[config.mk]
export PLATFORM = sky130hd
export DESIGN_NAME = adc_result_compare_status
export DESIGN_NICKNAME = d
export VERILOG_FILES = /design/src/adc_cmp_pkg.sv /design/src/adc_cmp_links_if.sv /design/src/adc_result_compare_status.sv /design/src/result_comparator.sv /design/src/axil_reg_slave.sv
export VERILOG_INCLUDE_DIRS = /design/src
export SDC_FILE = /design/constraint.sdc
export NUM_CORES = 1
export LEC_CHECK = 0
export BUFFER_PORTS_ARGS = -buffer_cell sky130_fd_sc_hd__buf_2
export CAP_MARGIN = 0
export CORE_MARGIN = 4
export CORE_UTILIZATION = 28
export DETAILED_ROUTE_END_ITERATION = 16
export GPL_TIMING_DRIVEN = 0
export PLACE_DENSITY = 0.53
export SETUP_SLACK_MARGIN = 0.5
export SKIP_CTS_REPAIR_TIMING = 1
export SLEW_MARGIN = 40
export SYNTH_ARGS = -nofsm -noshare
export SYNTH_HDL_FRONTEND = slang
export SYNTH_SLANG_ARGS = --single-unit
[constraint.sdc]
create_clock -name clk_sys_i -period 18.1 [get_ports clk_sys_i]
set_input_delay 3.62 -clock clk_sys_i [delete_from_list [all_inputs] [get_ports clk_sys_i]]
set_output_delay 3.62 -clock clk_sys_i [all_outputs]
set_load 0.03 [all_outputs]
[src/adc_cmp_consts.svh]
// Purpose: Offsets, field positions, reset values and widths of the compare/status block.
// Assumes: Byte addresses on a 32-bit AXI4-Lite register bus.
// Notes: Definitions only; included by bare name.
`ifndef ADC_CMP_CONSTS_SVH
`define ADC_CMP_CONSTS_SVH

`define ADDR_W 8
`define DATA_W 32
`define OFS_COMPARE_CONFIG_0 8'h28
`define OFS_COMPARE_CONFIG_1 8'h2c
`define OFS_CONVERTER_STATUS 8'h30
`define OFS_IRQ_PENDING 8'h34
`define OFS_IRQ_MASK 8'h38
`define RESET_WORD 32'h0000_0000

`define CFG_REF_HI 27
`define CFG_REF_LO 16
`define CFG_THR_HI 11
`define CFG_THR_LO 8
`define CFG_CH_HI 6
`define CFG_CH_LO 3
`define CFG_COND 2
`define CFG_IE 1
`define CFG_EN 0
`define CFG_WRITABLE 32'h0fff_0f7f

`define ST_QUEUE_HALF 30
`define ST_QUEUE_OVERFLOW 29
`define ST_QUEUE_EMPTY 28
`define ST_QUEUE_FULL 27
`define ST_COMPARE_FLAG_1 26
`define ST_COMPARE_FLAG_0 25
`define ST_CONV_END 24
`define ST_QUEUE_HALF_IRQ 22
`define ST_QUEUE_OVERFLOW_IRQ 21
`define ST_QUEUE_EMPTY_IRQ 20
`define ST_QUEUE_FULL_IRQ 19
`define ST_SINGLE_DONE 18
`define ST_SINGLE_CLEAR_MODE 17
`define ST_COMPARE_IRQ_FLAG_1 2
`define ST_COMPARE_IRQ_FLAG_0 1
`define ST_W1C_MASK 32'h7f7c_0006

`define RESULT_W 12
`define THRESHOLD_W 4
`define CHANNEL_W 4
`define MATCH_CNT_W 5
`define RESP_OKAY 2'b00
`define RESP_SLVERR 2'b10

`endif

[src/adc_cmp_pkg.sv]
// Purpose: Types shared by the compare/status block.
// Assumes: Constants come from adc_cmp_consts.svh.
// Notes: Channel states are Gray coded along their usual path.
package adc_cmp_pkg;

	typedef enum logic [1:0] {
		WR_COLLECT = 2'b00,
		WR_RESPOND = 2'b01
	} wr_state_e;

	typedef enum logic [1:0] {
		RD_IDLE = 2'b00,
		RD_RESPOND = 2'b01
	} rd_state_e;

	typedef logic [31:0] word_t;

endpackage

[src/adc_cmp_links_if.sv]
// Purpose: Bundles between the top and its bus slave and comparators.
// Assumes: One clock domain.
// Notes: Decode stays in the top; the slave only moves words.
`timescale 1ns/1ps
`include "adc_cmp_consts.svh"

interface reg_access_if;
	logic wr_en;
	logic [`ADDR_W-1:0] wr_addr;
	logic [`DATA_W-1:0] wr_data;
	logic [`DATA_W-1:0] wr_lanes;
	logic wr_hit;
	logic rd_en;
	logic [`ADDR_W-1:0] rd_addr;
	logic [`DATA_W-1:0] rd_data;
	logic rd_hit;
	modport slave (output wr_en, wr_addr, wr_data, wr_lanes, rd_en, rd_addr,
		input wr_hit, rd_data, rd_hit);
	modport regs (input wr_en, wr_addr, wr_data, wr_lanes, rd_en, rd_addr,
		output wr_hit, rd_data, rd_hit);
endinterface // reg_access_if

interface compare_unit_if;
	logic [`RESULT_W-1:0] compare_reference;
	logic [`THRESHOLD_W-1:0] match_count_threshold;
	logic [`CHANNEL_W-1:0] compare_channel_select;
	logic compare_condition;
	logic compare_function_enable;
	logic result_load;
	logic [`CHANNEL_W-1:0] result_channel;
	logic [`RESULT_W-1:0] result_value;
	logic hit;
	modport unit (input compare_reference, match_count_threshold, compare_channel_select,
		compare_condition, compare_function_enable, result_load, result_channel,
		result_value, output hit);
	modport cfg (output compare_reference, match_count_threshold, compare_channel_select,
		compare_condition, compare_function_enable, result_load, result_channel,
		result_value, input hit);
endinterface // compare_unit_if

[src/adc_result_compare_status.sv]
// Purpose: Result comparators and the converter status register of an A/D converter.
// Assumes: All converter and result-queue inputs come from logic on clk_sys_i.
// Notes: Pending/mask registers gate the status events onto irq_o.
//
// The AXI4-Lite slave port was left to the implementer.
`timescale 1ns/1ps
`include "adc_cmp_consts.svh"

module adc_result_compare_status (
	input wire logic clk_sys_i,
	input wire logic rst_i,
	input wire logic [`ADDR_W-1:0] s_axi_awaddr_i,
	input wire logic s_axi_awvalid_i,
	output logic s_axi_awready_o,
	input wire logic [`DATA_W-1:0] s_axi_wdata_i,
	input wire logic [3:0] s_axi_wstrb_i,
	input wire logic s_axi_wvalid_i,
	output logic s_axi_wready_o,
	output logic [1:0] s_axi_bresp_o,
	output logic s_axi_bvalid_o,
	input wire logic s_axi_bready_i,
	input wire logic [`ADDR_W-1:0] s_axi_araddr_i,
	input wire logic s_axi_arvalid_i,
	output logic s_axi_arready_o,
	output logic [`DATA_W-1:0] s_axi_rdata_o,
	output logic [1:0] s_axi_rresp_o,
	output logic s_axi_rvalid_o,
	input wire logic s_axi_rready_i,
	input wire logic result_load_i,
	input wire logic [`CHANNEL_W-1:0] result_channel_i,
	input wire logic [`RESULT_W-1:0] result_value_i,
	input wire logic conv_start_i,
	input wire logic conv_end_i,
	input wire logic pwm_single_seq_i,
	input wire logic queue_half_i,
	input wire logic queue_overflow_i,
	input wire logic queue_empty_i,
	input wire logic queue_full_i,
	output logic compare_irq_o,
	output logic irq_o
);

	reg_access_if bus ();
	compare_unit_if cmp0 ();
	compare_unit_if cmp1 ();

	adc_cmp_pkg::word_t compare_config_0_reg;
	adc_cmp_pkg::word_t compare_config_1_reg;
	adc_cmp_pkg::word_t status_reg;
	adc_cmp_pkg::word_t status_next;
	adc_cmp_pkg::word_t pending_reg;
	adc_cmp_pkg::word_t pending_next;
	adc_cmp_pkg::word_t mask_reg;
	adc_cmp_pkg::word_t status_set;
	adc_cmp_pkg::word_t status_clr;
	adc_cmp_pkg::word_t pending_clr;
	logic queue_half_d_reg;
	logic queue_overflow_d_reg;
	logic queue_empty_d_reg;
	logic queue_full_d_reg;
	logic wr_cfg0;
	logic wr_cfg1;
	logic wr_status;
	logic wr_mask;
	logic rd_pending;
	logic single_done_set;
	logic single_done_hw_clr;
	logic compare_irq_enable_0;
	logic compare_irq_enable_1;

	axil_reg_slave u_slave (
		.clk_sys_i(clk_sys_i),
		.rst_i(rst_i),
		.s_axi_awaddr_i(s_axi_awaddr_i),
		.s_axi_awvalid_i(s_axi_awvalid_i),
		.s_axi_awready_o(s_axi_awready_o),
		.s_axi_wdata_i(s_axi_wdata_i),
		.s_axi_wstrb_i(s_axi_wstrb_i),
		.s_axi_wvalid_i(s_axi_wvalid_i),
		.s_axi_wready_o(s_axi_wready_o),
		.s_axi_bresp_o(s_axi_bresp_o),
		.s_axi_bvalid_o(s_axi_bvalid_o),
		.s_axi_bready_i(s_axi_bready_i),
		.s_axi_araddr_i(s_axi_araddr_i),
		.s_axi_arvalid_i(s_axi_arvalid_i),
		.s_axi_arready_o(s_axi_arready_o),
		.s_axi_rdata_o(s_axi_rdata_o),
		.s_axi_rresp_o(s_axi_rresp_o),
		.s_axi_rvalid_o(s_axi_rvalid_o),
		.s_axi_rready_i(s_axi_rready_i),
		.bus(bus.slave)
	);

	// Comparator configuration fields.
	assign cmp0.compare_reference = compare_config_0_reg[`CFG_REF_HI:`CFG_REF_LO];
	assign cmp0.match_count_threshold = compare_config_0_reg[`CFG_THR_HI:`CFG_THR_LO];
	assign cmp0.compare_channel_select = compare_config_0_reg[`CFG_CH_HI:`CFG_CH_LO];
	assign cmp0.compare_condition = compare_config_0_reg[`CFG_COND];
	assign cmp0.compare_function_enable = compare_config_0_reg[`CFG_EN];
	assign cmp0.result_load = result_load_i;
	assign cmp0.result_channel = result_channel_i;
	assign cmp0.result_value = result_value_i;
	assign cmp1.compare_reference = compare_config_1_reg[`CFG_REF_HI:`CFG_REF_LO];
	assign cmp1.match_count_threshold = compare_config_1_reg[`CFG_THR_HI:`CFG_THR_LO];
	assign cmp1.compare_channel_select = compare_config_1_reg[`CFG_CH_HI:`CFG_CH_LO];
	assign cmp1.compare_condition = compare_config_1_reg[`CFG_COND];
	assign cmp1.compare_function_enable = compare_config_1_reg[`CFG_EN];
	assign cmp1.result_load = result_load_i;
	assign cmp1.result_channel = result_channel_i;
	assign cmp1.result_value = result_value_i;
	assign compare_irq_enable_0 = compare_config_0_reg[`CFG_IE];
	assign compare_irq_enable_1 = compare_config_1_reg[`CFG_IE];

	// A channel select above 7 matches any result whose result_channel_i holds the same 4-bit value; there is no range check.
	result_comparator u_cmp0 (
		.clk_sys_i(clk_sys_i),
		.rst_i(rst_i),
		.cmp(cmp0.unit)
	);

	result_comparator u_cmp1 (
		.clk_sys_i(clk_sys_i),
		.rst_i(rst_i),
		.cmp(cmp1.unit)
	);

	// Address decode.
	assign wr_cfg0 = bus.wr_en && (bus.wr_addr == `OFS_COMPARE_CONFIG_0);
	assign wr_cfg1 = bus.wr_en && (bus.wr_addr == `OFS_COMPARE_CONFIG_1);
	assign wr_status = bus.wr_en && (bus.wr_addr == `OFS_CONVERTER_STATUS);
	assign wr_mask = bus.wr_en && (bus.wr_addr == `OFS_IRQ_MASK);
	assign rd_pending = bus.rd_en && (bus.rd_addr == `OFS_IRQ_PENDING);
	assign bus.wr_hit = (bus.wr_addr == `OFS_COMPARE_CONFIG_0)
		|| (bus.wr_addr == `OFS_COMPARE_CONFIG_1) || (bus.wr_addr == `OFS_CONVERTER_STATUS)
		|| (bus.wr_addr == `OFS_IRQ_PENDING) || (bus.wr_addr == `OFS_IRQ_MASK);
	assign bus.rd_hit = (bus.rd_addr == `OFS_COMPARE_CONFIG_0)
		|| (bus.rd_addr == `OFS_COMPARE_CONFIG_1) || (bus.rd_addr == `OFS_CONVERTER_STATUS)
		|| (bus.rd_addr == `OFS_IRQ_PENDING) || (bus.rd_addr == `OFS_IRQ_MASK);
	assign bus.rd_data = (bus.rd_addr == `OFS_COMPARE_CONFIG_0) ? compare_config_0_reg :
		(bus.rd_addr == `OFS_COMPARE_CONFIG_1) ? compare_config_1_reg :
		(bus.rd_addr == `OFS_CONVERTER_STATUS) ? status_reg :
		(bus.rd_addr == `OFS_IRQ_PENDING) ? pending_reg :
		(bus.rd_addr == `OFS_IRQ_MASK) ? mask_reg : `RESET_WORD;

	// Hardware set terms of the status word.
	assign single_done_set = conv_end_i && pwm_single_seq_i;
	assign single_done_hw_clr = status_reg[`ST_SINGLE_CLEAR_MODE] && conv_start_i;

	always_comb begin
		status_set = `RESET_WORD;
		status_set[`ST_QUEUE_HALF] = queue_half_i;
		status_set[`ST_QUEUE_OVERFLOW] = queue_overflow_i;
		status_set[`ST_QUEUE_EMPTY] = queue_empty_i;
		status_set[`ST_QUEUE_FULL] = queue_full_i;
		status_set[`ST_COMPARE_FLAG_1] = cmp1.hit;
		status_set[`ST_COMPARE_FLAG_0] = cmp0.hit;
		status_set[`ST_CONV_END] = conv_end_i;
		status_set[`ST_QUEUE_HALF_IRQ] = queue_half_i && !queue_half_d_reg;
		status_set[`ST_QUEUE_OVERFLOW_IRQ] = queue_overflow_i && !queue_overflow_d_reg;
		status_set[`ST_QUEUE_EMPTY_IRQ] = queue_empty_i && !queue_empty_d_reg;
		status_set[`ST_QUEUE_FULL_IRQ] = queue_full_i && !queue_full_d_reg;
		status_set[`ST_SINGLE_DONE] = single_done_set;
		status_set[`ST_COMPARE_IRQ_FLAG_1] = cmp1.hit;
		status_set[`ST_COMPARE_IRQ_FLAG_0] = cmp0.hit;
	end

	always_comb begin
		status_clr = `RESET_WORD;
		if (wr_status) begin
			status_clr = bus.wr_data & bus.wr_lanes & `ST_W1C_MASK;
		end
		// In hardware mode software writes still clear; both paths are harmless together.
		status_clr[`ST_SINGLE_DONE] = status_clr[`ST_SINGLE_DONE] || single_done_hw_clr;
		// A set in the same cycle as a clear wins, so no event is lost.
		status_next = (status_reg & ~status_clr) | (status_set & `ST_W1C_MASK);
		if (wr_status && bus.wr_lanes[`ST_SINGLE_CLEAR_MODE]) begin
			status_next[`ST_SINGLE_CLEAR_MODE] = bus.wr_data[`ST_SINGLE_CLEAR_MODE];
		end
	end

	// Pending bits share the status layout; a read of the pending word clears what it showed.
	assign pending_clr = rd_pending ? pending_reg : `RESET_WORD;
	assign pending_next = (pending_reg & ~pending_clr) | (status_set & `ST_W1C_MASK);

	assign compare_irq_o = (status_reg[`ST_COMPARE_IRQ_FLAG_0] && compare_irq_enable_0)
		|| (status_reg[`ST_COMPARE_IRQ_FLAG_1] && compare_irq_enable_1);
	assign irq_o = |(pending_reg & mask_reg);

	always_ff @(posedge clk_sys_i or posedge rst_i) begin
		if (rst_i) begin
			compare_config_0_reg <= `RESET_WORD;
			compare_config_1_reg <= `RESET_WORD;
			mask_reg <= `RESET_WORD;
		end else begin
			if (wr_cfg0) begin
				compare_config_0_reg <= (compare_config_0_reg & ~(bus.wr_lanes & `CFG_WRITABLE))
					| (bus.wr_data & bus.wr_lanes & `CFG_WRITABLE);
			end
			if (wr_cfg1) begin
				compare_config_1_reg <= (compare_config_1_reg & ~(bus.wr_lanes & `CFG_WRITABLE))
					| (bus.wr_data & bus.wr_lanes & `CFG_WRITABLE);
			end
			if (wr_mask) begin
				mask_reg <= (mask_reg & ~(bus.wr_lanes & `ST_W1C_MASK))
					| (bus.wr_data & bus.wr_lanes & `ST_W1C_MASK);
			end
		end
	end

	always_ff @(posedge clk_sys_i or posedge rst_i) begin
		if (rst_i) begin
			status_reg <= `RESET_WORD;
			pending_reg <= `RESET_WORD;
			queue_half_d_reg <= 1'b0;
			queue_overflow_d_reg <= 1'b0;
			// An empty queue is the idle state, so this avoids a false empty event after reset.
			queue_empty_d_reg <= 1'b1;
			queue_full_d_reg <= 1'b0;
		end else begin
			status_reg <= status_next;
			pending_reg <= pending_next;
			queue_half_d_reg <= queue_half_i;
			queue_overflow_d_reg <= queue_overflow_i;
			queue_empty_d_reg <= queue_empty_i;
			queue_full_d_reg <= queue_full_i;
		end
	end

endmodule // adc_result_compare_status

[src/result_comparator.sv]
// Purpose: One result comparator with its match counter.
// Assumes: result_load pulses once per result written to the data register.
// Notes: hit is a one-cycle pulse when the counted matches reach threshold plus one.
`timescale 1ns/1ps
`include "adc_cmp_consts.svh"

module result_comparator (
	input wire logic clk_sys_i,
	input wire logic rst_i,
	compare_unit_if.unit cmp
);

	logic [`MATCH_CNT_W-1:0] match_cnt_reg;
	logic [`MATCH_CNT_W-1:0] match_cnt_next;
	logic hit_reg;
	logic channel_ok;
	logic below;
	logic cond_met;
	logic count_now;
	logic [`MATCH_CNT_W-1:0] cnt_plus;
	logic [`MATCH_CNT_W-1:0] target;
	logic reached;

	assign channel_ok = cmp.result_channel == cmp.compare_channel_select;
	assign below = cmp.result_value < cmp.compare_reference;
	assign cond_met = cmp.compare_condition ? !below : below;
	assign count_now = cmp.compare_function_enable && cmp.result_load && channel_ok
		&& cond_met;
	assign cnt_plus = match_cnt_reg + `MATCH_CNT_W'(1);
	assign target = {1'b0, cmp.match_count_threshold} + `MATCH_CNT_W'(1);
	assign reached = count_now && (cnt_plus == target);
	assign cmp.hit = hit_reg;

	always_comb begin
		match_cnt_next = match_cnt_reg;
		if (!cmp.compare_function_enable || reached) begin
			match_cnt_next = '0;
		end else if (count_now) begin
			match_cnt_next = cnt_plus;
		end
	end

	always_ff @(posedge clk_sys_i or posedge rst_i) begin
		if (rst_i) begin
			match_cnt_reg <= '0;
			hit_reg <= 1'b0;
		end else begin
			match_cnt_reg <= match_cnt_next;
			hit_reg <= reached;
		end
	end

endmodule // result_comparator

[src/axil_reg_slave.sv]
// Purpose: AXI4-Lite slave that turns bus transfers into register strobes.
// Assumes: One write and one read under way at a time.
// Notes: Address and data of a write are accepted in either order.
`timescale 1ns/1ps
`include "adc_cmp_consts.svh"

module axil_reg_slave (
	input wire logic clk_sys_i,
	input wire logic rst_i,
	input wire logic [`ADDR_W-1:0] s_axi_awaddr_i,
	input wire logic s_axi_awvalid_i,
	output logic s_axi_awready_o,
	input wire logic [`DATA_W-1:0] s_axi_wdata_i,
	input wire logic [3:0] s_axi_wstrb_i,
	input wire logic s_axi_wvalid_i,
	output logic s_axi_wready_o,
	output logic [1:0] s_axi_bresp_o,
	output logic s_axi_bvalid_o,
	input wire logic s_axi_bready_i,
	input wire logic [`ADDR_W-1:0] s_axi_araddr_i,
	input wire logic s_axi_arvalid_i,
	output logic s_axi_arready_o,
	output logic [`DATA_W-1:0] s_axi_rdata_o,
	output logic [1:0] s_axi_rresp_o,
	output logic s_axi_rvalid_o,
	input wire logic s_axi_rready_i,
	reg_access_if.slave bus
);

	adc_cmp_pkg::wr_state_e wr_state_reg;
	adc_cmp_pkg::rd_state_e rd_state_reg;
	logic aw_held_reg;
	logic w_held_reg;
	logic [`ADDR_W-1:0] awaddr_reg;
	logic [`DATA_W-1:0] wdata_reg;
	logic [3:0] wstrb_reg;
	logic aw_take;
	logic w_take;
	logic ar_take;

	assign s_axi_awready_o = (wr_state_reg == adc_cmp_pkg::WR_COLLECT) && !aw_held_reg;
	assign s_axi_wready_o = (wr_state_reg == adc_cmp_pkg::WR_COLLECT) && !w_held_reg;
	assign s_axi_arready_o = rd_state_reg == adc_cmp_pkg::RD_IDLE;
	assign aw_take = s_axi_awvalid_i && s_axi_awready_o;
	assign w_take = s_axi_wvalid_i && s_axi_wready_o;
	assign ar_take = s_axi_arvalid_i && s_axi_arready_o;
	assign s_axi_bvalid_o = wr_state_reg == adc_cmp_pkg::WR_RESPOND;
	assign s_axi_rvalid_o = rd_state_reg == adc_cmp_pkg::RD_RESPOND;

	// The write strobe fires for one cycle once both halves are held.
	assign bus.wr_en = aw_held_reg && w_held_reg;
	assign bus.wr_addr = awaddr_reg;
	assign bus.wr_data = wdata_reg;
	assign bus.wr_lanes = {{8{wstrb_reg[3]}}, {8{wstrb_reg[2]}}, {8{wstrb_reg[1]}},
		{8{wstrb_reg[0]}}};
	assign bus.rd_en = ar_take;
	assign bus.rd_addr = s_axi_araddr_i;

	always_ff @(posedge clk_sys_i or posedge rst_i) begin
		if (rst_i) begin
			aw_held_reg <= 1'b0;
			w_held_reg <= 1'b0;
			awaddr_reg <= '0;
			wdata_reg <= '0;
			wstrb_reg <= '0;
		end else begin
			if (aw_take) begin
				aw_held_reg <= 1'b1;
				awaddr_reg <= s_axi_awaddr_i;
			end else if (bus.wr_en) begin
				aw_held_reg <= 1'b0;
			end
			if (w_take) begin
				w_held_reg <= 1'b1;
				wdata_reg <= s_axi_wdata_i;
				wstrb_reg <= s_axi_wstrb_i;
			end else if (bus.wr_en) begin
				w_held_reg <= 1'b0;
			end
		end
	end

	always_ff @(posedge clk_sys_i or posedge rst_i) begin
		if (rst_i) begin
			wr_state_reg <= adc_cmp_pkg::WR_COLLECT;
			s_axi_bresp_o <= `RESP_OKAY;
		end else begin
			unique case (wr_state_reg)
				adc_cmp_pkg::WR_COLLECT: begin
					if (bus.wr_en) begin
						wr_state_reg <= adc_cmp_pkg::WR_RESPOND;
						s_axi_bresp_o <= bus.wr_hit ? `RESP_OKAY : `RESP_SLVERR;
					end
				end
				adc_cmp_pkg::WR_RESPOND: begin
					if (s_axi_bready_i) begin
						wr_state_reg <= adc_cmp_pkg::WR_COLLECT;
					end
				end
				default: wr_state_reg <= adc_cmp_pkg::WR_COLLECT;
			endcase
		end
	end

	always_ff @(posedge clk_sys_i or posedge rst_i) begin
		if (rst_i) begin
			rd_state_reg <= adc_cmp_pkg::RD_IDLE;
			s_axi_rdata_o <= '0;
			s_axi_rresp_o <= `RESP_OKAY;
		end else begin
			unique case (rd_state_reg)
				adc_cmp_pkg::RD_IDLE: begin
					if (ar_take) begin
						rd_state_reg <= adc_cmp_pkg::RD_RESPOND;
						s_axi_rdata_o <= bus.rd_data;
						s_axi_rresp_o <= bus.rd_hit ? `RESP_OKAY : `RESP_SLVERR;
					end
				end
				adc_cmp_pkg::RD_RESPOND: begin
					if (s_axi_rready_i) begin
						rd_state_reg <= adc_cmp_pkg::RD_IDLE;
					end
				end
				default: rd_state_reg <= adc_cmp_pkg::RD_IDLE;
			endcase
		end
	end

endmodule // axil_reg_slave

==> impl_results.md, run 1 <==
* Status: finished clean
* Post-synthesis sequential area ratio at 53.6%
* GP Congestion at 0.799
* Yosys warnings at 0
* Slew margin rel. at 41.0%
* Mapped cell area at 9290 µm²
* Initial antenna violation count at 1
* Global route total overflow at 0
* Max IR drop VDD at 0.0849 mV
* Period utilisation layout at 31.6%
* Clock skew at 0.0142 ns
* Vias per cell at 4.66
* CP peak stage delay at 0.55 ns
* Ant diodes at 0
* Period minus WS final at 5.73 ns
* Die area at 36200 µm²
* EDFF count, synth at 0
* Worst slack at placement at 11.94 ns
* Worst path bufs/invs at 1
* CTS clock-pin slew for the worst setup and hold paths at 0.08 ns
* CP cell instances: buf_2 -> ha_1 -> a2111oi_0 -> o21ai_1 -> a221oi_2 -> xnor2_1 -> o31a_1 -> o21a_1
* Placed Cells at 1391
* Mapped Cells at 831
* Synth Register Bits at 199
* Initial DRC Count at 344
* Crit path max-delay family: compound AO/OA/AOI/OAI gates
* Max-Cap Viols at 0
* First-pass GRT wire length at 39800 µm
* Total GRT Usage at 14.4%
* First-pass detailed-route iteration total at 5
* FMAX at 175 MHz
* Nets at 1077
* Final instance area at 11100 µm²
* Most frequent cells in the layout: 198 x dfrtp_1, 120 x buf_2, 103 x nand2_1
* Root Driver: clkbuf_16
* Critical path launch point type: input pin
* WL per Instance at 17.8 µm
* TritonCTS clock tree: yes
* Cell Rows at 66
* Core Region at 32600 µm²
* Max FO, Critical Path at 6
* Post-DP HPWL at 19200 µm
* Number of global-route vias before repair at 6798
* Critical path's slowest cell: a2111oi_0
* Tightest Hold Check Type: reg2reg
* Pin count of the biggest net entering global routing at 72
* Final setup TNS at 0 ns
* DR DRC count at 0
* IO Pins at 126
* Fillers at 3373
* Worst Path Required at 18.44 ns
* Commonest non-fill, non-tap cell in the layout: dfrtp_1
* Max Slew Vio Count at 0
* Final hold vios at 0
* Num CTS Buffers at 17
* Syn-to-layout area delta at 19.1%
* Critical path arrival at 6.07 ns
* Share of layout cells above drive strength 1 at 27.4%
* Via count at 6627
* H-Tree Level Count at 4
* Worst setup EP type: flop
* Die height at 190 µm
* Leakage power at 5.07 nW
* Worst slew pin tran at 0.882 ns
* Netlist cell types at 66
* Clk_lat worst skew at 0.45 ns
* CTS Sinks at 199
* Placed inst area at 10500 µm²
* Antenna Nets Post-Route at 0
* WL final at 25300 µm
* Critical path type: in2reg
* Clock Path Buffers at 2
* Fraction of registers with async set/reset at 100%
* Starting Density at 28.5%
* RSZ-0062 raised after global routing: no
* Non-filler cells in the finished layout at 1423
* Final Worst Setup Slack at 12.37 ns
* Setup violators final at 0
* Port Buffers at 115
* Mean area per synthesized cell at 11.2 µm²
* Most used flip-flop cell after synthesis: dfrtp_1
* Die X at 190 µm
* Power per cell area at 104 nW/µm²
[per-stage QoR]
stage | hold slack [ns] | util, % | power, mW
3_5_place_dp | 0.455 | 32.1 | 0.785
5_1_grt | 0.485 | 33.9 | 1.22
6_report | 0.464 | 33.9 | 1.15
3_3_place_gp | 0.448 | 32.0 | 0.779
4_1_cts | 0.471 | 33.9 | 1.17
2_1_floorplan | 0.449 | - | 0.700
[cell type report]
class | instances | area, µm² | share of cell area [%]
plain buffers | 40 | 198 | 1.79
clock buffers | 19 | 443 | 4.00
clock inverters | 13 | 136 | 1.23
inverters | 37 | 146 | 1.32
multi-input cells | 556 | 3980 | 36.0
flip-flops and latches | 199 | 4980 | 45.0
well taps | 442 | 553 | 5.00
repair buffers | 117 | 631 | 5.70
[power by group]
part,leakage [nW],switching (mW),internal [mW]
logic,2.22,0.104,0.0927
clock network,0.287,0.181,0.198
registers,2.57,0.0680,0.506
[kinds of logic (layout without fill, tap and decap cells)]
group                    count (synthesis)  in the layout  share of synthesized area (%)
AND/OR/NAND/NOR                        234            234                           12.3
flip-flops                             199            199                           53.6
AO/OA/AOI/OAI                          166            166                           12.2
multiplexers                           104            104                           12.5
buffers and inverters                   77            226                           3.61
adder cells (fa/ha/maj)                 26             26                           3.50
XOR/XNOR                                24             24                           2.26
other                                    1              2                         0.0404
[worst paths after layout]
check | start | to | slack [ns] | depth (start not counted)
setup / recovery | result_value_i[1] | u_cmp0.match_cnt_reg[2] | 12.37 | 8
hold / removal | u_slave.s_axi_rdata_o[13] | u_slave.s_axi_rdata_o[13] | 0.46 | 2
setup reg to reg | u_slave.bus.wr_addr[1] | flop | 15.18 | 6
hold reg to reg | u_slave.s_axi_rdata_o[13] | u_slave.s_axi_rdata_o[13] | 0.46 | 2
max in group asynchronous | rst_i | queue_empty_d_reg | 14.13 | 3
min in group asynchronous | rst_i | u_slave.bus.wr_data[23] | 3.23 | 2
[Yosys cell counts (2+ instances only)]
cell | instances | share of area (%)
clkbuf_1 | 23 | 0.93
o211ai_1 | 2 | 0.16
o2bb2ai_1 | 2 | 0.19
a21oi_1 | 16 | 0.86
a21o_1 | 28 | 2.3
nand2b_1 | 8 | 0.54
inv_1 | 37 | 1.5
buf_6 | 3 | 0.36
buf_4 | 2 | 0.16
a22o_1 | 3 | 0.28
buf_1 | 6 | 0.24
nand3_1 | 29 | 1.6
nor2b_1 | 15 | 1.0
a22oi_1 | 7 | 0.57
nor4_1 | 4 | 0.27
a222oi_1 | 3 | 0.32
a211oi_1 | 4 | 0.32
mux2i_1 | 9 | 0.97
nor4b_2 | 2 | 0.32
a221oi_1 | 11 | 1.0
nor3_1 | 6 | 0.32
o21ai_0 | 37 | 2.0
buf_2 | 5 | 0.27
o2111ai_1 | 3 | 0.28
o21bai_1 | 2 | 0.16
mux2_2 | 95 | 12
xor2_1 | 12 | 1.1
o31ai_1 | 8 | 0.65
ha_1 | 26 | 3.5
a21boi_0 | 2 | 0.16
o21a_1 | 6 | 0.48
o22ai_1 | 4 | 0.27
nand4_1 | 4 | 0.27
nand2_1 | 103 | 4.2
xnor2_1 | 12 | 1.1
and2_1 | 24 | 1.6
or4_1 | 2 | 0.16
a21oi_2 | 4 | 0.38
o21ai_1 | 13 | 0.70
a2111oi_0 | 2 | 0.19
nor2_1 | 25 | 1.0
dfrtp_1 | 198 | 53
[metal layers]
metal / global-route usage [%] / vias to the layer above / wire [µm] / share of wire, %
li1: - / 3204 / - / -
met1: 20.5 / 3272 / 12200 / 48
met2: 22.5 / 133 / 11700 / 46
met3: 2.84 / 16 / 1160 / 4.6
met4: 3.67 / 2 / 248 / 0.98
met5: 0 / - / 20 / 0.079
[worst min-delay path, stage by stage, from the launching register on]
cell and delay [ns]:
dfrtp_1 0.34, nand2_1 0.05, nand2_1 0.04
Note: power is estimated with default switching activity, not from simulation.
==> inputs of run 2 (changes only) <==
==> constraint.sdc (replaced) <==
create_clock -name clk_sys_i -period 5.76 [get_ports clk_sys_i]
set_input_delay 1.152 -clock clk_sys_i [delete_from_list [all_inputs] [get_ports clk_sys_i]]
set_output_delay 1.152 -clock clk_sys_i [all_outputs]
set_load 0.03 [all_outputs]
==> impl_results.md, run 2 (same netlist as run 1, synthesis figures left out) <==
* Status: finished clean
* Register share of total power at 50.1% (+0.2 points)
* Clock skew at 0.0155 ns (+0.00126 ns)
* Power per cell area at 322 nW/µm² (+210%)
* Max FO, Critical Path at 6 (unchanged)
* CTS Sinks at 199 (unchanged)
* Cells on worst reg2reg path at 6 (unchanged)
* Pin count of the biggest net entering global routing at 25 (-65%)
* Period minus WS final at 3.25 ns
* Worst setup EP type: flop
* Worst Path Required at 6.10 ns (-12.34 ns)
* IO Pins at 126 (unchanged)
* FMAX at 307 MHz
* Initial DRC Count at 354 (+2.9%)
* Via count at 6674 (+0.71%)
* First-pass GRT wire length at 40100 µm (+0.76%)
* H-Tree Level Count at 4 (unchanged)
* RSZ-0062 raised after global routing: no
* Hold depth at 2 (unchanged)
* Critical path launch point type: input pin
* Vias per cell at 4.67 (+0.22%)
* WL per Instance at 17.9 µm (+0.77%)
* Final setup TNS at 0 ns (unchanged)
* Worst slew pin tran at 0.810 ns (-0.0722 ns)
* DR DRC count at 0 (unchanged)
* Clock share of power at 32.4% (-0.6 points)
* Critical path type: in2reg
* Worst slack at placement at 2.06 ns (-9.88 ns)
* Antenna Nets Post-Route at 0 (unchanged)
* Max-Cap Viols at 0 (unchanged)
* WL final at 25600 µm (+1.3%)
* Critical path's slowest cell: a221oi_2
* Placed inst area at 10600 µm² (+1.2%)
* Period utilisation layout at 56.5%
* Total GRT Usage at 14.5% (+0.13 points)
* GP Congestion at 0.805 (+0.74%)
* Core Region at 32600 µm² (unchanged)
* HP Start: u_slave.s_axi_rdata_o[14]
* CTS clock-pin slew for the worst setup and hold paths at 0.08 ns (about the same)
* Crit path max-delay family: compound AO/OA/AOI/OAI gates
* Global route total overflow at 0 (unchanged)
* Sw Ratio at 31.5% (+0.87 points)
* Leakage power at 5.12 nW (+0.97%)
* Flop2flop setup slack at 2.76 ns (-12.42 ns)
* Worst path bufs/invs at 1 (unchanged)
* Ant diodes at 0 (unchanged)
* Max Slew Vio Count at 0 (unchanged)
* Die height at 190 µm (unchanged)
* Reg-to-reg critical path startpoint: u_slave.bus.wr_addr[1]
* Pint at 2.47 mW (+210%)
* Root Driver: clkbuf_16
* Number of global-route vias before repair at 6856 (+0.85%)
* Commonest non-fill, non-tap cell in the layout: dfrtp_1
* CP cell instances: buf_2 -> ha_1 -> a2111oi_0 -> o21ai_1 -> a221oi_2 -> xnor2_1 -> o31a_1 -> o21a_1
* Fillers at 3362 (-0.33%)
* Die X at 190 µm (unchanged)
* Final Worst Setup Slack at 2.51 ns (-9.87 ns)
* Slew margin rel. at 45.8% (+4.8 points)
* Cell Rows at 66 (unchanged)
* Comb pwr share at 17.5% (+0.4 points)
* Final hold vios at 0 (unchanged)
* Max IR drop VDD at 0.260 mV (+210%)
* Clk_lat worst skew at 0.45 ns (about the same)
* Most frequent cells in the layout: 198 x dfrtp_1, 120 x buf_2, 103 x nand2_1
* Starting Density at 28.5% (unchanged)
* Port Buffers at 115 (unchanged)
* Tightest Hold Check Type: reg2reg
* Setup violators final at 0 (unchanged)
* Die area at 36200 µm² (unchanged)
* Share of layout cells above drive strength 1 at 28.0% (+0.62 points)
* Clock Path Buffers at 2 (unchanged)
* Final instance area at 11200 µm² (+1.0%)
* Initial antenna violation count at 1 (unchanged)
* CP peak stage delay at 0.57 ns (+0.02 ns)
* Nets at 1084 (+0.65%)
* Syn-to-layout area delta at 20.3%
* TritonCTS clock tree: yes
* Num CTS Buffers at 17 (unchanged)
* Post-DP HPWL at 19700 µm (+2.8%)
* Hold Path Sink: u_slave.s_axi_rdata_o[14]
* Critical path arrival at 3.59 ns (-2.48 ns)
* Sw power at 1.14 mW (+220%)
* First-pass detailed-route iteration total at 5 (unchanged)
[run 2: cell count changes in the layout (fill, tap and decap cells not counted), sizes merged]
| cell | delta |
|---|---|
| buf | +6 |
| bufinv | -1 |
| clkinv | -1 |
| clkinvlp | +2 |
| inv | +1 |
[run 2: stage by stage]
stage	instances	total power [mW]	hold WS, ns	util, %
6_report	1430	3.60	0.464	34.3
5_1_grt	1430	3.82	0.493	34.3
4_1_cts	1430	3.66	0.468	34.3
3_5_place_dp	1398	2.48	0.451	32.5
3_3_place_gp	1389	2.45	0.449	32.0
2_1_floorplan	832	2.20	0.449	-
[run 2: metal layers]
| metal | global-route usage (%) | part of all wire [%] |
|---|---|---|
| met5 | 0 | 0.078 |
| met4 | 3.07 | 0.80 |
| met3 | 3.12 | 4.7 |
| met2 | 22.8 | 46 |
| met1 | 20.8 | 49 |
[run 2: worst register-to-register path: cells and delay by family (launching register included)]
kind / cells / cell delay (ns)
AND/OR/NAND/NOR: 5 / 2.12
flip-flops: 1 / 0.37
multiplexers: 1 / 0.40
[run 2: power groups by stage]
stage          Combinational, mW  Sequential, mW  Clock, mW
6_report                   0.630            1.81       1.17
3_5_place_dp               0.641            1.84          0
2_1_floorplan              0.443            1.76          0
4_1_cts                    0.644            1.81       1.21
3_3_place_gp               0.615            1.83          0
5_1_grt                    0.704            1.84       1.27
[run 2: final cells by class]
| cell class | count | area, µm² | share of cell area [%] |
|---|---|---|---|
| flip-flops and latches | 199 | 4980 | 44.5 |
| multi-input cells | 556 | 3980 | 35.6 |
| repair buffers | 124 | 763 | 6.83 |
| well taps | 442 | 553 | 4.95 |
| clock buffers | 18 | 429 | 3.84 |
| plain buffers | 40 | 199 | 1.78 |
| inverters | 37 | 143 | 1.28 |
| clock inverters | 14 | 135 | 1.21 |
[run 2: how the worst max path moves through the flow]
stage                            startpoint                      end  depth (start not counted)
after detailed placement  result_value_i[1]  u_cmp0.match_cnt_reg[2]                          8
after global routing      result_value_i[1]  u_cmp0.match_cnt_reg[2]                          8
after global placement                rst_i   u_slave.bus.wr_addr[0]                          2
after CTS                 result_value_i[1]  u_cmp0.match_cnt_reg[2]                          8
after floorplan                       rst_i                async pin                          1
final                     result_value_i[1]  u_cmp0.match_cnt_reg[2]                          8
==> inputs of run 3 (changes only) <==
--- a/config.mk
+++ b/config.mk
@@ -6,6 +6,7 @@
 export SDC_FILE = /design/constraint.sdc
 export NUM_CORES = 1
 export LEC_CHECK = 0
+export ABC_AREA = 1
 export BUFFER_PORTS_ARGS = -buffer_cell sky130_fd_sc_hd__buf_2
 export CAP_MARGIN = 0
 export CORE_MARGIN = 4
==> constraint.sdc (replaced) <==
create_clock -name clk_sys_i -period 3.3 [get_ports clk_sys_i]
set_input_delay 0.66 -clock clk_sys_i [delete_from_list [all_inputs] [get_ports clk_sys_i]]
set_output_delay 0.66 -clock clk_sys_i [all_outputs]
set_load 0.03 [all_outputs]
==> impl_results.md, run 3 <==
* Mapped Cells at 1077 (+30%)
* Share of layout cells above drive strength 1 at 17.2% (-11 points)
* Synth top area share at 53.6% (+0.26 points)
* Status: finished clean
* H-Tree Level Count at 4 (unchanged)
* Worst slew pin tran at 0.764 ns (-0.0460 ns)
* Comb pwr share at 19.8% (+2.3 points)
* Clock Path Buffers at 2 (unchanged)
* Final setup TNS at 0 ns (unchanged)
* Max IR drop VDD at 0.370 mV (+42%)
* Sw Ratio at 32.8% (+1.3 points)
* Initial DRC Count at 467 (+32%)
* RSZ-0062 raised after global routing: no
* Leakage power at 5.60 nW (+9.4%)
* Max Slew Vio Count at 0 (unchanged)
* Non-filler cells in the finished layout at 1678 (+17%)
* First-pass GRT wire length at 43300 µm (+7.8%)
* Worst slack at placement at 0.846 ns (-1.21 ns)
* Final hold vios at 0 (unchanged)
* Tightest Hold Check Type: in2async
* WL per Instance at 16.3 µm (-9.0%)
* Routing usage on met2 at 24.5% (+1.7 points)
* First-pass detailed-route iteration total at 5 (unchanged)
* Fillers at 3523 (+4.8%)
* Synth top cells by count: 241 x nand2_1, 198 x dfrtp_1, 148 x inv_1, 80 x nor2_1, 66 x o21ai_1
* Final instance area at 11200 µm² (+0.10%)
* Yosys top cell by area: dfrtp_1
* TritonCTS clock tree: yes
* Pin count of the biggest net entering global routing at 25 (unchanged)
* Worst setup EP type: output port
* FMAX at 406 MHz
* Largest cells by area after synthesis: dfrtp_1 54%, nand2_1 9.8%, inv_1 6.0%
* Core Region at 32500 µm² (-0.25%)
* Slew margin rel. at 49.1% (+3.2 points)
* CTS Sinks at 199 (unchanged)
* Ant diodes at 0 (unchanged)
* Initial antenna violation count at 1 (unchanged)
* Sw power at 2.04 mW (+79%)
* IO Pins at 126 (unchanged)
* Clock share of power at 33.7% (+1.3 points)
* Period minus WS final at 2.46 ns
* Syn-to-layout area delta at 21.1%
* Root Driver: clkbuf_16
* Most frequent cells in the layout: 241 x nand2_1, 198 x dfrtp_1, 147 x inv_1
* Num CTS Buffers at 17 (unchanged)
* Clk_lat worst skew at 0.44 ns (about the same)
* Die height at 190 µm (-0.23%)
* Pint at 4.17 mW (+69%)
* Most instantiated library cell after synthesis: nand2_1
* Total GRT Usage at 15.5% (+1.0 points)
* Cell Rows at 66 (unchanged)
* Critical path launch point type: flop
* Mapped cell area at 9250 µm² (-0.48%)
* Nets at 1332 (+23%)
* Power per cell area at 554 nW/µm² (+72%)
* CTS clock-pin slew for the worst setup and hold paths at 0.07 ns (about the same)
* Final Worst Setup Slack at 0.837 ns (-1.67 ns)
* Worst Path Required at 2.64 ns (-3.46 ns)
* Placed inst area at 10600 µm² (about the same)
* Die X at 190 µm (-0.23%)
* Synth Register Bits at 199 (unchanged)
* Yosys warnings at 0 (unchanged)
* Period utilisation layout at 74.6%
* Critical path type: reg2out
* Max-Cap Viols at 0 (unchanged)
* Via count at 7658 (+15%)
* Die area at 36000 µm² (-0.47%)
* GP Congestion at 0.875 (+8.7%)
* Post-synthesis sequential area ratio at 53.9% (+0.26 points)
* Global route total overflow at 0 (unchanged)
* WL final at 27300 µm (+6.8%)
* Max FO, Critical Path at 2 (-4)
* Commonest non-fill, non-tap cell in the layout: nand2_1
* EDFF count, synth at 0 (unchanged)
* Grt met3 use at 2.84% (-0.28 points)
* Met1 usage at 21.9% (+1.1 points)
* Most used flip-flop cell after synthesis: dfrtp_1
* Register share of total power at 46.5% (-3.6 points)
* Util after Layout at 34.4% (+0.12 points)
* Setup violators final at 0 (unchanged)
* Vias per cell at 4.56 (-2.2%)
* Total Power at 6.20 mW (+72%)
* Netlist cell types at 38 (-42%)
* Fraction of registers with async set/reset at 100% (unchanged)
* Starting Density at 28.4% (-0.066 points)
* Gr busiest metal: met2
* Clock skew at 0.0109 ns (-0.00456 ns)
* Post-DP HPWL at 21200 µm (+7.7%)
* Antenna Nets Post-Route at 0 (unchanged)
* Critical path arrival at 1.80 ns (-1.79 ns)
* Mean area per synthesized cell at 8.59 µm² (-23%)
* Number of global-route vias before repair at 7601 (+11%)
* Placed Cells at 1646 (+18%)
* Port Buffers at 117 (+1.7%)
* DR DRC count at 0 (unchanged)
* Worst Hold Slack at 0.228 ns (-0.237 ns)
==> run 3: metal layers <==
layer  routed length, µm  share of wire (%)
met5                  20              0.073
met2               12300                 45
met4                 475                1.7
met3                1270                4.7
met1               13200                 48
==> run 3: cell families (layout without fill, tap and decap cells) <==
group | Yosys count | after routing | share of synthesized area [%]
AOI/OAI and AO/OA | 231 | 231 | 13.8
xor gates and xnor gates | 17 | 17 | 1.61
adders and majority gates | 26 | 26 | 3.52
buffers and inverters | 190 | 348 | 8.06
DFF | 199 | 199 | 53.9
muxes | 3 | 3 | 0.365
other | 1 | 2 | 0.0406
and+or+nand+nor | 410 | 410 | 18.7
==> run 3: final timing paths <==
check | from | to | slack [ns] | cells past startpoint
max in group asynchronous | rst_i | async pin | 2.04 | 6
worst min register to register | queue_half_d_reg | status_reg[22] | 0.45 | 1
worst min-delay path | rst_i | u_slave.s_axi_rdata_o[22] | 0.23 | 2
min in group clk_sys_i | queue_empty_i | queue_empty_d_reg | 0.32 | 1
worst max-delay path | flop | irq_o | 0.84 | 5
worst max register to register | u_slave.rd_state_reg[0] | u_slave.s_axi_rdata_o[21] | 1.17 | 6
==> run 3: area by class of cell <==
class | instances | area [µm²] | area share, %
buffer | 33 | 159 | 1.42
clock buffer | 18 | 439 | 3.92
clock inverter | 14 | 141 | 1.26
inverter | 157 | 593 | 5.30
multi-input combinational | 689 | 3520 | 31.5
sequential | 199 | 4980 | 44.5
tap | 442 | 553 | 4.94
timing repair buffer | 126 | 803 | 7.18
==> run 3: critical path, cell delays in order, from the launching register on <==
cell,delay (ns)
dfrtp_1,0.39
inv_1,0.07
o22ai_1,0.15
a221oi_1,0.34
nand4_1,0.19
buf_2,0.22
==> run 3: power groups by stage <==
stage          Clock (mW)  Sequential (mW)  Combinational (mW)
2_1_floorplan           0             2.96               0.733
3_3_place_gp            0             2.93                1.20
3_5_place_dp            0             2.93                1.25
4_1_cts              2.14             2.88                1.26
5_1_grt              2.25             2.92                1.39
6_report             2.09             2.88                1.23
